### src/rtl/ivq_pkg.sv
// Purpose: constants and types for the eight-channel input voltage qualifier
// Assumes: pclk at 40 MHz, voltages arrive as millivolt words on the pclk domain
// Notes: thresholds are held in 0.1 V steps, delays in 1 ms steps
// Notes on behaviour
// - each channel picks normally-open or normally-closed, which sets whether energized reads 1 or 0, default normally-open.
// - each channel holds an activation threshold of 16.0 to 200.0 V in 0.1 V steps, default 88 V.
// - normally-open channels activate when the voltage rises above the activation threshold.
// - normally-closed channels deactivate when the voltage rises above the activation threshold.
// - each channel holds a release threshold of 10.0 to 200.0 V in 0.1 V steps, default 60 V.
// - normally-open channels deactivate when the voltage falls below the release threshold.
// - normally-closed channels activate when the voltage falls below the release threshold.
// - a 0-to-1 change waits for the channel's activation delay, up to 1800 s in 1 ms steps, default 0.
// - a 1-to-0 change waits for the channel's drop-off time, up to 1800 s in 1 ms steps, default 0.
// - with AC mode on, a further 30 ms is added to deactivation; AC mode is off by default.
// - with AC mode on, the release level is 10 percent of the activation threshold.
// - each channel counts its 0-to-1 changes in 32 bits starting from zero.
// - the clear command sets that channel's count back to zero.
// - the measured voltage of every channel, 0 to 275 V at 1 mV, is readable.
// - eight channels, each evaluated once per 5 ms program cycle.
package ivq_pkg;
    localparam int NCH = 8;
    localparam int CLK_HZ = 40000000;
    localparam int MS_PER_SEC = 1000;
    localparam int MS_CYC = CLK_HZ / MS_PER_SEC;
    localparam logic [2:0] SCAN_MS = 3'h5;
    localparam logic [20:0] AC_EXTRA_MS = 21'h0001E;
    localparam logic [20:0] DLY_MAX = 21'h1B7740;
    localparam logic [10:0] ACT_THR_MIN = 11'h0A0;
    localparam logic [10:0] REL_THR_MIN = 11'h064;
    localparam logic [10:0] THR_MAX = 11'h7D0;
    localparam logic [10:0] ACT_THR_RST = 11'h370;
    localparam logic [10:0] REL_THR_RST = 11'h258;
    localparam logic [18:0] MV_PER_STEP = 19'h00064;
    localparam logic [18:0] AC_REL_DIV = 19'h0000A;
    // register map: channel n at n*0x20, one word each
    localparam logic [4:0] OFS_CFG = 5'h00;
    localparam logic [4:0] OFS_ACT_THR = 5'h04;
    localparam logic [4:0] OFS_REL_THR = 5'h08;
    localparam logic [4:0] OFS_ACT_DLY = 5'h0C;
    localparam logic [4:0] OFS_DROP_DLY = 5'h10;
    localparam logic [4:0] OFS_COUNT = 5'h14;
    localparam logic [4:0] OFS_VOLT = 5'h18;
    localparam logic [4:0] OFS_STATUS = 5'h1C;
    localparam logic [11:0] OFS_ALL_STATE = 12'h100;
    localparam int CFG_POL_BIT = 0;
    localparam int CFG_AC_BIT = 1;
    localparam int CLR_BIT = 0;

    typedef struct packed {
        logic energ;
        logic state;
        logic [20:0] dly_cnt;
        logic [31:0] count;
    } ivq_chan_t;

    typedef struct packed {
        logic [NCH-1:0] pol;
        logic [NCH-1:0] ac;
        logic [NCH-1:0][10:0] act_thr;
        logic [NCH-1:0][10:0] rel_thr;
        logic [NCH-1:0][20:0] act_dly;
        logic [NCH-1:0][20:0] drop_dly;
        logic [NCH-1:0] clr;
        logic [15:0] ms_cnt;
        logic [2:0] scan_cnt;
        logic ms_en;
        logic scan_en;
        logic [31:0] prdata;
        logic pready;
        logic pslverr;
    } ivq_regs_t;
endpackage : ivq_pkg

### src/rtl/ivq_top.sv
// Purpose: eight-channel input voltage qualifier with an APB register file
// Assumes: meas_mv comes from a converter clocked by pclk, so no resync
// Notes: zero-wait APB, pready raised in each access phase
module ivq_top
    import ivq_pkg::*;
#(
    parameter int MS_CYCLES = MS_CYC
) (
    input wire logic pclk,
    input wire logic presetn,
    input wire logic psel,
    input wire logic penable,
    input wire logic pwrite,
    input wire logic [11:0] paddr,
    input wire logic [31:0] pwdata,
    output logic [31:0] prdata,
    output logic pready,
    output logic pslverr,
    input wire logic [NCH-1:0][18:0] meas_mv,
    output logic [NCH-1:0] qual_state
);
    // ==========================================================
    // state and reset values
    ivq_regs_t r_reg;
    ivq_regs_t r_next;
    logic [NCH-1:0] energ;
    logic [NCH-1:0][31:0] cnt;
    logic [2:0] a_ch;
    logic [4:0] a_ofs;
    logic a_chan;
    logic a_all;
    logic a_ok;
    logic setup;
    logic commit;

    assign a_ch = paddr[7:5];
    assign a_ofs = paddr[4:0];
    assign a_chan = (paddr[11:8] == 4'h0) && (paddr[1:0] == 2'h0);
    assign a_all = (paddr == OFS_ALL_STATE);
    assign a_ok = a_chan || a_all;
    assign setup = psel && !penable;
    assign commit = psel && penable && r_reg.pready && pwrite && !r_reg.pslverr;

    // ==========================================================
    // helpers
    function automatic logic [10:0] clamp_thr(input logic [31:0] v, input logic [10:0] lo);
        logic [10:0] res;
        if (v < 32'(lo)) begin
            res = lo;
        end else if (v > 32'(THR_MAX)) begin
            res = THR_MAX;
        end else begin
            res = v[10:0];
        end
        return res;
    endfunction : clamp_thr

    function automatic logic [20:0] clamp_dly(input logic [31:0] v);
        logic [20:0] res;
        if (v > 32'(DLY_MAX)) begin
            res = DLY_MAX;
        end else begin
            res = v[20:0];
        end
        return res;
    endfunction : clamp_dly

    // ==========================================================
    // next state
    always_comb begin
        r_next = r_reg;
        r_next.clr = '0;
        r_next.ms_en = 1'b0;
        r_next.scan_en = 1'b0;
        // single clock: millisecond and scan rates are enable pulses
        if (r_reg.ms_cnt == 16'(MS_CYCLES - 1)) begin
            r_next.ms_cnt = '0;
            r_next.ms_en = 1'b1;
        end else begin
            r_next.ms_cnt = r_reg.ms_cnt + 16'h1;
        end
        if (r_reg.ms_en) begin
            if (r_reg.scan_cnt == SCAN_MS - 3'h1) begin
                r_next.scan_cnt = '0;
                r_next.scan_en = 1'b1;
            end else begin
                r_next.scan_cnt = r_reg.scan_cnt + 3'h1;
            end
        end
        // read data and error are prepared in the setup cycle
        r_next.pready = setup;
        r_next.pslverr = setup && !a_ok;
        r_next.prdata = '0;
        if (setup && !pwrite && a_all) begin
            r_next.prdata = 32'(qual_state);
        end else if (setup && !pwrite && a_chan) begin
            case (a_ofs)
                OFS_CFG: r_next.prdata = {30'h0, r_reg.ac[a_ch], r_reg.pol[a_ch]};
                OFS_ACT_THR: r_next.prdata = 32'(r_reg.act_thr[a_ch]);
                OFS_REL_THR: r_next.prdata = 32'(r_reg.rel_thr[a_ch]);
                OFS_ACT_DLY: r_next.prdata = 32'(r_reg.act_dly[a_ch]);
                OFS_DROP_DLY: r_next.prdata = 32'(r_reg.drop_dly[a_ch]);
                OFS_COUNT: r_next.prdata = cnt[a_ch];
                OFS_VOLT: r_next.prdata = 32'(meas_mv[a_ch]);
                OFS_STATUS: r_next.prdata = {30'h0, energ[a_ch], qual_state[a_ch]};
                default: r_next.prdata = '0;
            endcase
        end
        if (commit && a_chan) begin
            case (a_ofs)
                OFS_CFG: begin
                    r_next.pol[a_ch] = pwdata[CFG_POL_BIT];
                    r_next.ac[a_ch] = pwdata[CFG_AC_BIT];
                end
                OFS_ACT_THR: r_next.act_thr[a_ch] = clamp_thr(pwdata, ACT_THR_MIN);
                OFS_REL_THR: r_next.rel_thr[a_ch] = clamp_thr(pwdata, REL_THR_MIN);
                OFS_ACT_DLY: r_next.act_dly[a_ch] = clamp_dly(pwdata);
                OFS_DROP_DLY: r_next.drop_dly[a_ch] = clamp_dly(pwdata);
                OFS_COUNT: r_next.clr[a_ch] = pwdata[CLR_BIT];
                default: r_next.clr = '0;
            endcase
        end
    end

    always_ff @(posedge pclk or negedge presetn) begin
        if (!presetn) begin
            // constants only in the reset branch
            r_reg <= '0;
            r_reg.act_thr <= {NCH{ACT_THR_RST}};
            r_reg.rel_thr <= {NCH{REL_THR_RST}};
        end else begin
            r_reg <= r_next;
        end
    end

    assign prdata = r_reg.prdata;
    assign pready = r_reg.pready;
    assign pslverr = r_reg.pslverr;

    // ==========================================================
    // channels
    for (genvar g = 0; g < NCH; g++) begin : g_ch
        ivq_chan u_chan (
            .pclk(pclk),
            .presetn(presetn),
            .ms_en(r_reg.ms_en),
            .scan_en(r_reg.scan_en),
            .meas_mv(meas_mv[g]),
            .polarity(r_reg.pol[g]),
            .alternating_supply_option(r_reg.ac[g]),
            .act_thr(r_reg.act_thr[g]),
            .rel_thr(r_reg.rel_thr[g]),
            .act_dly(r_reg.act_dly[g]),
            .deactivation_delay(r_reg.drop_dly[g]),
            .count_clear_command(r_reg.clr[g]),
            .qual_state(qual_state[g]),
            .energized(energ[g]),
            .rise_transition_count(cnt[g])
        );
    end

    // ==========================================================
    // checks
    property p_thr_range;
        @(posedge pclk) disable iff (!presetn)
        r_reg.act_thr[0] >= ACT_THR_MIN && r_reg.act_thr[0] <= THR_MAX
        && r_reg.rel_thr[0] >= REL_THR_MIN && r_reg.rel_thr[0] <= THR_MAX;
    endproperty
    a_thr_range: assert property (p_thr_range)
        else $error("threshold out of range");

    property p_scan_gap;
        @(posedge pclk) disable iff (!presetn)
        r_reg.scan_en |=> !r_reg.scan_en [*8];
    endproperty
    a_scan_gap: assert property (p_scan_gap)
        else $error("scan pulses too close");

    property p_scan_on_ms;
        @(posedge pclk) disable iff (!presetn)
        r_reg.scan_en |-> $past(r_reg.ms_en) && $past(r_reg.scan_cnt) == SCAN_MS - 3'h1;
    endproperty
    a_scan_on_ms: assert property (p_scan_on_ms)
        else $error("scan not on fifth millisecond");

    property p_volt_read;
        @(posedge pclk) disable iff (!presetn)
        setup && !pwrite && a_chan && a_ofs == OFS_VOLT
        |=> prdata == 32'($past(meas_mv[a_ch])) && pready;
    endproperty
    a_volt_read: assert property (p_volt_read)
        else $error("voltage read mismatch");

    property p_clear;
        @(posedge pclk) disable iff (!presetn)
        commit && a_chan && a_ofs == OFS_COUNT && pwdata[CLR_BIT] && a_ch == 3'h0
        |=> ##1 cnt[0] == ($rose(qual_state[0]) ? 32'h1 : 32'h0);
    endproperty
    a_clear: assert property (p_clear)
        else $error("count clear lost");

    property p_unmapped;
        @(posedge pclk) disable iff (!presetn)
        setup && !a_ok |=> pslverr && pready && prdata == 32'h0;
    endproperty
    a_unmapped: assert property (p_unmapped)
        else $error("unmapped address not refused");

    property p_ready_pulse;
        @(posedge pclk) disable iff (!presetn)
        pready |=> !pready;
    endproperty
    a_ready_pulse: assert property (p_ready_pulse)
        else $error("pready held past one cycle");

    property p_idle_zero;
        @(posedge pclk) disable iff (!presetn)
        !pready |-> prdata == 32'h0 && !pslverr;
    endproperty
    a_idle_zero: assert property (p_idle_zero)
        else $error("read data or error outside access phase");

    property p_cfg_write;
        @(posedge pclk) disable iff (!presetn)
        commit && a_chan && a_ofs == OFS_CFG
        |=> r_reg.pol[$past(a_ch)] == $past(pwdata[CFG_POL_BIT])
            && r_reg.ac[$past(a_ch)] == $past(pwdata[CFG_AC_BIT]);
    endproperty
    a_cfg_write: assert property (p_cfg_write)
        else $error("configuration write lost");

    c_rise: cover property (@(posedge pclk) disable iff (!presetn) $rose(qual_state[0]));
    c_fall: cover property (@(posedge pclk) disable iff (!presetn) $fell(qual_state[0]));
    c_clear: cover property (@(posedge pclk) disable iff (!presetn) r_reg.clr[0]);
    c_write: cover property (@(posedge pclk) disable iff (!presetn) commit);
    c_ac_drop: cover property (@(posedge pclk) disable iff (!presetn)
        r_reg.ac[3] && $fell(qual_state[3]));
endmodule : ivq_top

### src/rtl/ivq_chan.sv
// Purpose: one channel: threshold hysteresis, polarity, delays, rise counter
// Assumes: ms_en and scan_en are one-cycle pulses from the shared time base
// Notes: energized level only moves on a scan pulse
module ivq_chan
    import ivq_pkg::*;
(
    input wire logic pclk,
    input wire logic presetn,
    input wire logic ms_en,
    input wire logic scan_en,
    input wire logic [18:0] meas_mv,
    input wire logic polarity,
    input wire logic alternating_supply_option,
    input wire logic [10:0] act_thr,
    input wire logic [10:0] rel_thr,
    input wire logic [20:0] act_dly,
    input wire logic [20:0] deactivation_delay,
    input wire logic count_clear_command,
    output logic qual_state,
    output logic energized,
    output logic [31:0] rise_transition_count
);
    ivq_chan_t r_reg;
    ivq_chan_t r_next;
    logic [18:0] act_mv;
    logic [18:0] rel_mv;
    logic target;
    logic [20:0] req;
    logic rising;

    assign act_mv = 19'(act_thr) * MV_PER_STEP;
    // ac mode ignores the programmed release value
    assign rel_mv = alternating_supply_option ? act_mv / AC_REL_DIV
                                              : 19'(rel_thr) * MV_PER_STEP;
    assign target = polarity ? ~r_reg.energ : r_reg.energ;
    assign req = target ? act_dly
               : deactivation_delay + (alternating_supply_option ? AC_EXTRA_MS : 21'h0);
    assign rising = (target != r_reg.state) && (r_reg.dly_cnt >= req) && target;

    always_comb begin
        r_next = r_reg;
        if (scan_en) begin
            if (meas_mv > act_mv) begin
                r_next.energ = 1'b1;
            end else if (meas_mv < rel_mv) begin
                r_next.energ = 1'b0;
            end
        end
        if (target == r_reg.state) begin
            r_next.dly_cnt = '0;
        end else if (r_reg.dly_cnt >= req) begin
            r_next.state = target;
            r_next.dly_cnt = '0;
        end else if (ms_en) begin
            r_next.dly_cnt = r_reg.dly_cnt + 21'h1;
        end
        if (count_clear_command) begin
            r_next.count = '0;
        end
        // a rise in the clear cycle still counts
        // saturate, but a clear always makes room for the new rise
        if (rising && (count_clear_command || r_reg.count != 32'hFFFFFFFF)) begin
            r_next.count = (count_clear_command ? 32'h0 : r_reg.count) + 32'h1;
        end
    end

    always_ff @(posedge pclk or negedge presetn) begin
        if (!presetn) begin
            r_reg <= '0;
        end else begin
            r_reg <= r_next;
        end
    end

    assign qual_state = r_reg.state;
    assign energized = r_reg.energ;
    assign rise_transition_count = r_reg.count;

    property p_hold_between;
        @(posedge pclk) disable iff (!presetn)
        scan_en && meas_mv <= act_mv && meas_mv >= rel_mv |=> $stable(energized);
    endproperty
    a_hold_between: assert property (p_hold_between)
        else $error("energized level moved inside hysteresis band");

    property p_above_act;
        @(posedge pclk) disable iff (!presetn)
        scan_en && meas_mv > act_mv |=> energized;
    endproperty
    a_above_act: assert property (p_above_act)
        else $error("voltage above activation did not energize");

    property p_state_dir;
        @(posedge pclk) disable iff (!presetn)
        $changed(qual_state) |-> qual_state == ($past(polarity) ^ $past(energized));
    endproperty
    a_state_dir: assert property (p_state_dir)
        else $error("state changed against polarity");

    property p_fall_delay;
        @(posedge pclk) disable iff (!presetn)
        $fell(qual_state) |-> $past(r_reg.dly_cnt) >= $past(deactivation_delay)
            + ($past(alternating_supply_option) ? AC_EXTRA_MS : 21'h0);
    endproperty
    a_fall_delay: assert property (p_fall_delay)
        else $error("drop-off came early");

    property p_cancel;
        @(posedge pclk) disable iff (!presetn)
        target == qual_state |=> r_reg.dly_cnt == 21'h0;
    endproperty
    a_cancel: assert property (p_cancel)
        else $error("pending delay not cancelled");

    property p_count_rise;
        @(posedge pclk) disable iff (!presetn)
        $rose(qual_state) && !$past(count_clear_command) && $past(rise_transition_count) != '1
        |-> rise_transition_count == $past(rise_transition_count) + 32'h1;
    endproperty
    a_count_rise: assert property (p_count_rise)
        else $error("rise not counted");
endmodule : ivq_chan

### config.mk
export PLATFORM = sky130hd
export DESIGN_NAME = ivq_top
export DESIGN_NICKNAME = d
export VERILOG_FILES = /design/src/rtl/ivq_pkg.sv /design/src/rtl/ivq_top.sv /design/src/rtl/ivq_chan.sv
export SDC_FILE = /design/constraint.sdc
export NUM_CORES = 2
export LEC_CHECK = 0
export BUFFER_PORTS_ARGS = -buffer_cell sky130_fd_sc_hd__buf_2
export CELL_PAD_IN_SITES_DETAIL_PLACEMENT = 2
export CELL_PAD_IN_SITES_GLOBAL_PLACEMENT = 2
export CORE_MARGIN = 2
export CORE_UTILIZATION = 43
export DETAILED_ROUTE_END_ITERATION = 8
export PLACE_DENSITY_LB_ADDON = 0.1
export SYNTH_ARGS = -nofsm -noshare
export SYNTH_HDL_FRONTEND = slang
export SYNTH_SLANG_ARGS = --single-unit
### constraint.sdc
create_clock -name pclk -period 24.9 [get_ports pclk]
set_input_delay 1.245 -clock pclk [delete_from_list [all_inputs] [get_ports pclk]]
set_output_delay 1.245 -clock pclk [all_outputs]
set_load 0.02 [all_outputs]
==> impl_metrics.csv <==
group,metric,value,unit
logic_synthesis,seq_area_frac_synth,0.261,
route,wl_per_cell,32.4,µm
finish,layout_common_cells,"1195 x nand2_1, 1123 x ha_1, 960 x o21ai_0",
cts,cts_root_buffer,"clkbuf_16",
run_status,status,"finished, final reports clean",
pwr,p_seq_frac,0.433,
die,start_util,0.432,
global_route,grt.overflow.total,0,
cts,cts.repair.resized,0,
logic_synthesis,yosys_most_used_dff,"dfrtp_1",
die,dieArea,235000,µm²
hold_path,hold_path_class,"flop to flop",
logic_synthesis,yosys.area_share.xor_xnor,0.0649,
pwr,power.share.clock,0.480,
setup_path,reg2reg_slack,11270,ps
setup_path,rr_worst_depth,37,
run,max_cap_viol_count,0,
cts,clkTransAtPathRegs,60,ps
logic_synthesis,synth.distinct_cells,128,
global_route,grt_max_degree,162,
global_route,grt_pass1_wl,727000,µm
setup_path,startpoint_type,"flop",
pwr,p_sw_frac,0.280,
setup_path,required,25540,ps
placed_design,hpwl,377000,µm
route,drtIter0Drc,8417,
cts,hold_buffers,0,
sta,slew_violations,0,
finish,areaGrowthSynthToFinish,8.15,%
route,firstDrtPassIters,7,
route,post_drt_via_cell_ratio,6.70,
sta,rsz0062_at_grt,"no",
setup_path,worst_setup_path_end_kind,"flop",
logic_synthesis,ys_async_sr_fraction,1.00,
route,drtAntennaViolNets,0,
sta,finalSetupViolations,0,
cts,cts_tree,"done",
pwr,internal_power,2900,µW
sta,setup_total_negative_slack,0,ps
cts,clk_latency,840,ps
logic_synthesis,syn_area,99200,µm²
sta,hold_viol_final,0,
hold_path,min_to,"r_reg[43]",
cts,cts_htree_levels,3,
cts,cts_buffer_depth,3,
cts,cts_setup_buffers,0,
sta,whs,479,ps
logic_synthesis,synth_compound_area_frac,0.244,
hold_path,whs_path_depth,1,
logic_synthesis,yosysWarnings,0,
die,io_pins,243,
logic_synthesis,synthAdderAreaFrac,0.164,
sta,worstMarginPinSlew,1380,ps
die,core.rowCount,176,
pwr,p_per_area,37.5,nW/µm²
sta,max_freq,73.4,MHz
logic_synthesis,synthCells,12200,
global_route,antenna_found_initial,48,
hold_path,worstHoldStart,"r_reg[43]",
global_route,grt_pass1_vias,109000,
finish,nFillCells,25600,
global_route,track_usage,0.406,
logic_synthesis,synth-simple-area-share,0.199,
cts,cts_sinks,1031,
logic_synthesis,synthMuxAreaShare,0.0150,
sta,finalClockSkew,107,ps
logic_synthesis,ys_ff_latch,1031,
route,wirelength,493000,µm
logic_synthesis,synth_top_family_by_area,"compound AO/OA/AOI/OAI gates",
finish,largest_reg_flops,557,
setup_path,crit_arrival,14270,ps
finish,layout.nets,13500,
die,core_area,230000,µm²
setup_path,worst_path_max_delay_cell,"xnor2_1",
setup_path,reg2reg_to,"g_ch[6].u_chan.energized",
logic_synthesis,synth_edf_count,0,
die,fp.dieH,484,µm
route,drc,0,
setup_path,max_stage_delay,900,ps
pwr,combPwrFrac,0.087,
placed_design,place_congestion,0.964,
die,fp.dieW,484,µm
pwr,leakagePower,0.0473,µW
sta,timing.final.crit_share,0.547,
pwr,switchingPower,1130,µW
route,vias,102000,
setup_path,r2r_start,"r_reg[555]",
cts,cts_made_buffers,114,
logic_synthesis,synth_nets,13600,
setup_path,crit_path_max_fanout,14,
pwr,ir_drop,0.0000616,V
setup_path,crit_top_cell,"ha_1",
setup_path,critPathKind,"flop to flop",
logic_synthesis,syn-mean-instance-area,8.16,µm²
finish,final_common_cell,"nand2_1",
sta,max_slew_margin,0.0826,
finish,drive_gt1_frac,0.0749,
sta,period_needed,13630,ps
placed_design,port_buffers,242,
power groups by stage:
| stage | registers [µW] | clock network [µW] | logic (µW) |
|---|---|---|---|
| final | 1740 | 1930 | 351 |
| after global placement | 1770 | 0 | 317 |
| after global routing | 1740 | 1990 | 370 |
| after floorplan | 1750 | 0 | 154 |
| after CTS | 1740 | 1930 | 341 |
| after detailed placement | 1770 | 0 | 336 |
worst max-delay path by stage:
stage,slack [ps],to,start,depth (start not counted)
after detailed placement,11590,g_ch[5].u_chan.energized,r_reg[544],40
after global routing,10100,g_ch[1].u_chan.energized,r_reg[500],41
after floorplan,14460,g_ch[6].u_chan.energized,r_reg[555],43
after CTS,11540,g_ch[1].u_chan.energized,r_reg[500],41
after global placement,12020,g_ch[6].u_chan.energized,r_reg[555],39
final,11270,g_ch[6].u_chan.energized,r_reg[555],37
synthesized netlist by cell type (all sizes together) (28+ instances only):
master | count | area, µm²
a211o | 40 | 350
o21bai | 46 | 345
nand2b | 143 | 895
dfstp | 72 | 1890
xnor2 | 360 | 3160
nor3 | 254 | 1300
o211a | 28 | 280
mux2i | 72 | 724
a21o | 265 | 1990
a22o | 65 | 569
a211oi | 116 | 911
buf | 106 | 634
o211ai | 100 | 761
o31ai | 65 | 498
fa | 104 | 2080
a31o | 28 | 245
and4 | 43 | 377
a221oi | 94 | 860
a21oi | 684 | 3450
and3 | 146 | 913
o2111ai | 45 | 394
ha | 1123 | 14100
or3 | 119 | 744
inv | 696 | 2620
a22oi | 382 | 2870
nor2b | 195 | 1220
o21ai | 1010 | 5060
mux2 | 65 | 739
nand2 | 1197 | 4500
nor4 | 99 | 666
or2 | 40 | 250
dfrtp | 959 | 24000
clkbuf | 504 | 1890
nand3 | 403 | 2030
o21a | 96 | 722
and2 | 89 | 557
a2111oi | 45 | 490
nand4 | 258 | 1610
or4 | 29 | 218
xor2 | 372 | 3280
nor2 | 948 | 3570
a31oi | 125 | 782
o22ai | 55 | 357
metrics by stage:
step                      area [µm²]  total power [µW]  setup slack, ps  utilization  instances
after floorplan                99200              1910            14460            -      12200
after CTS                     107000              4020            11540        0.467      15200
after detailed placement      103000              2110            11590        0.449      15000
after global placement        103000              2080            12020        0.449      15000
after global routing          107000              4110            10100        0.467      15200
final                         107000              4030            11270        0.467      15200
cell type report:
class	instances	area, µm²	area share
antenna	33	82.6	0.000770
clock inverter	58	906	0.00844
tap	3026	3790	0.0353
multi-input combinational	9809	68400	0.637
inverter	710	2670	0.0249
sequential	1031	25900	0.241
clock buffer	157	3250	0.0303
timing repair buffer	379	2310	0.0215
layer usage:
metal	wire (µm)	GRT usage
met1	189000	0.478
met2	230000	0.672
met3	30300	0.0642
met4	43000	0.296
met5	47	0
critical path, delay by kind of cell (launching register included):
kind	cells	cell delay [ps]
compound gates	17	6620
fa+ha+maj	6	2100
buf+inv	4	1100
simple gates	9	2090
flops	1	630
xor+xnor	1	900
kinds of logic after synthesis:
family,after synthesis
simple gates,4060
compound gates,3635
buf+inv,1320
fa+ha+maj,1244
flops,1031
xor+xnor,732
mux,138
Note: power is estimated with default switching activity, not from simulation.
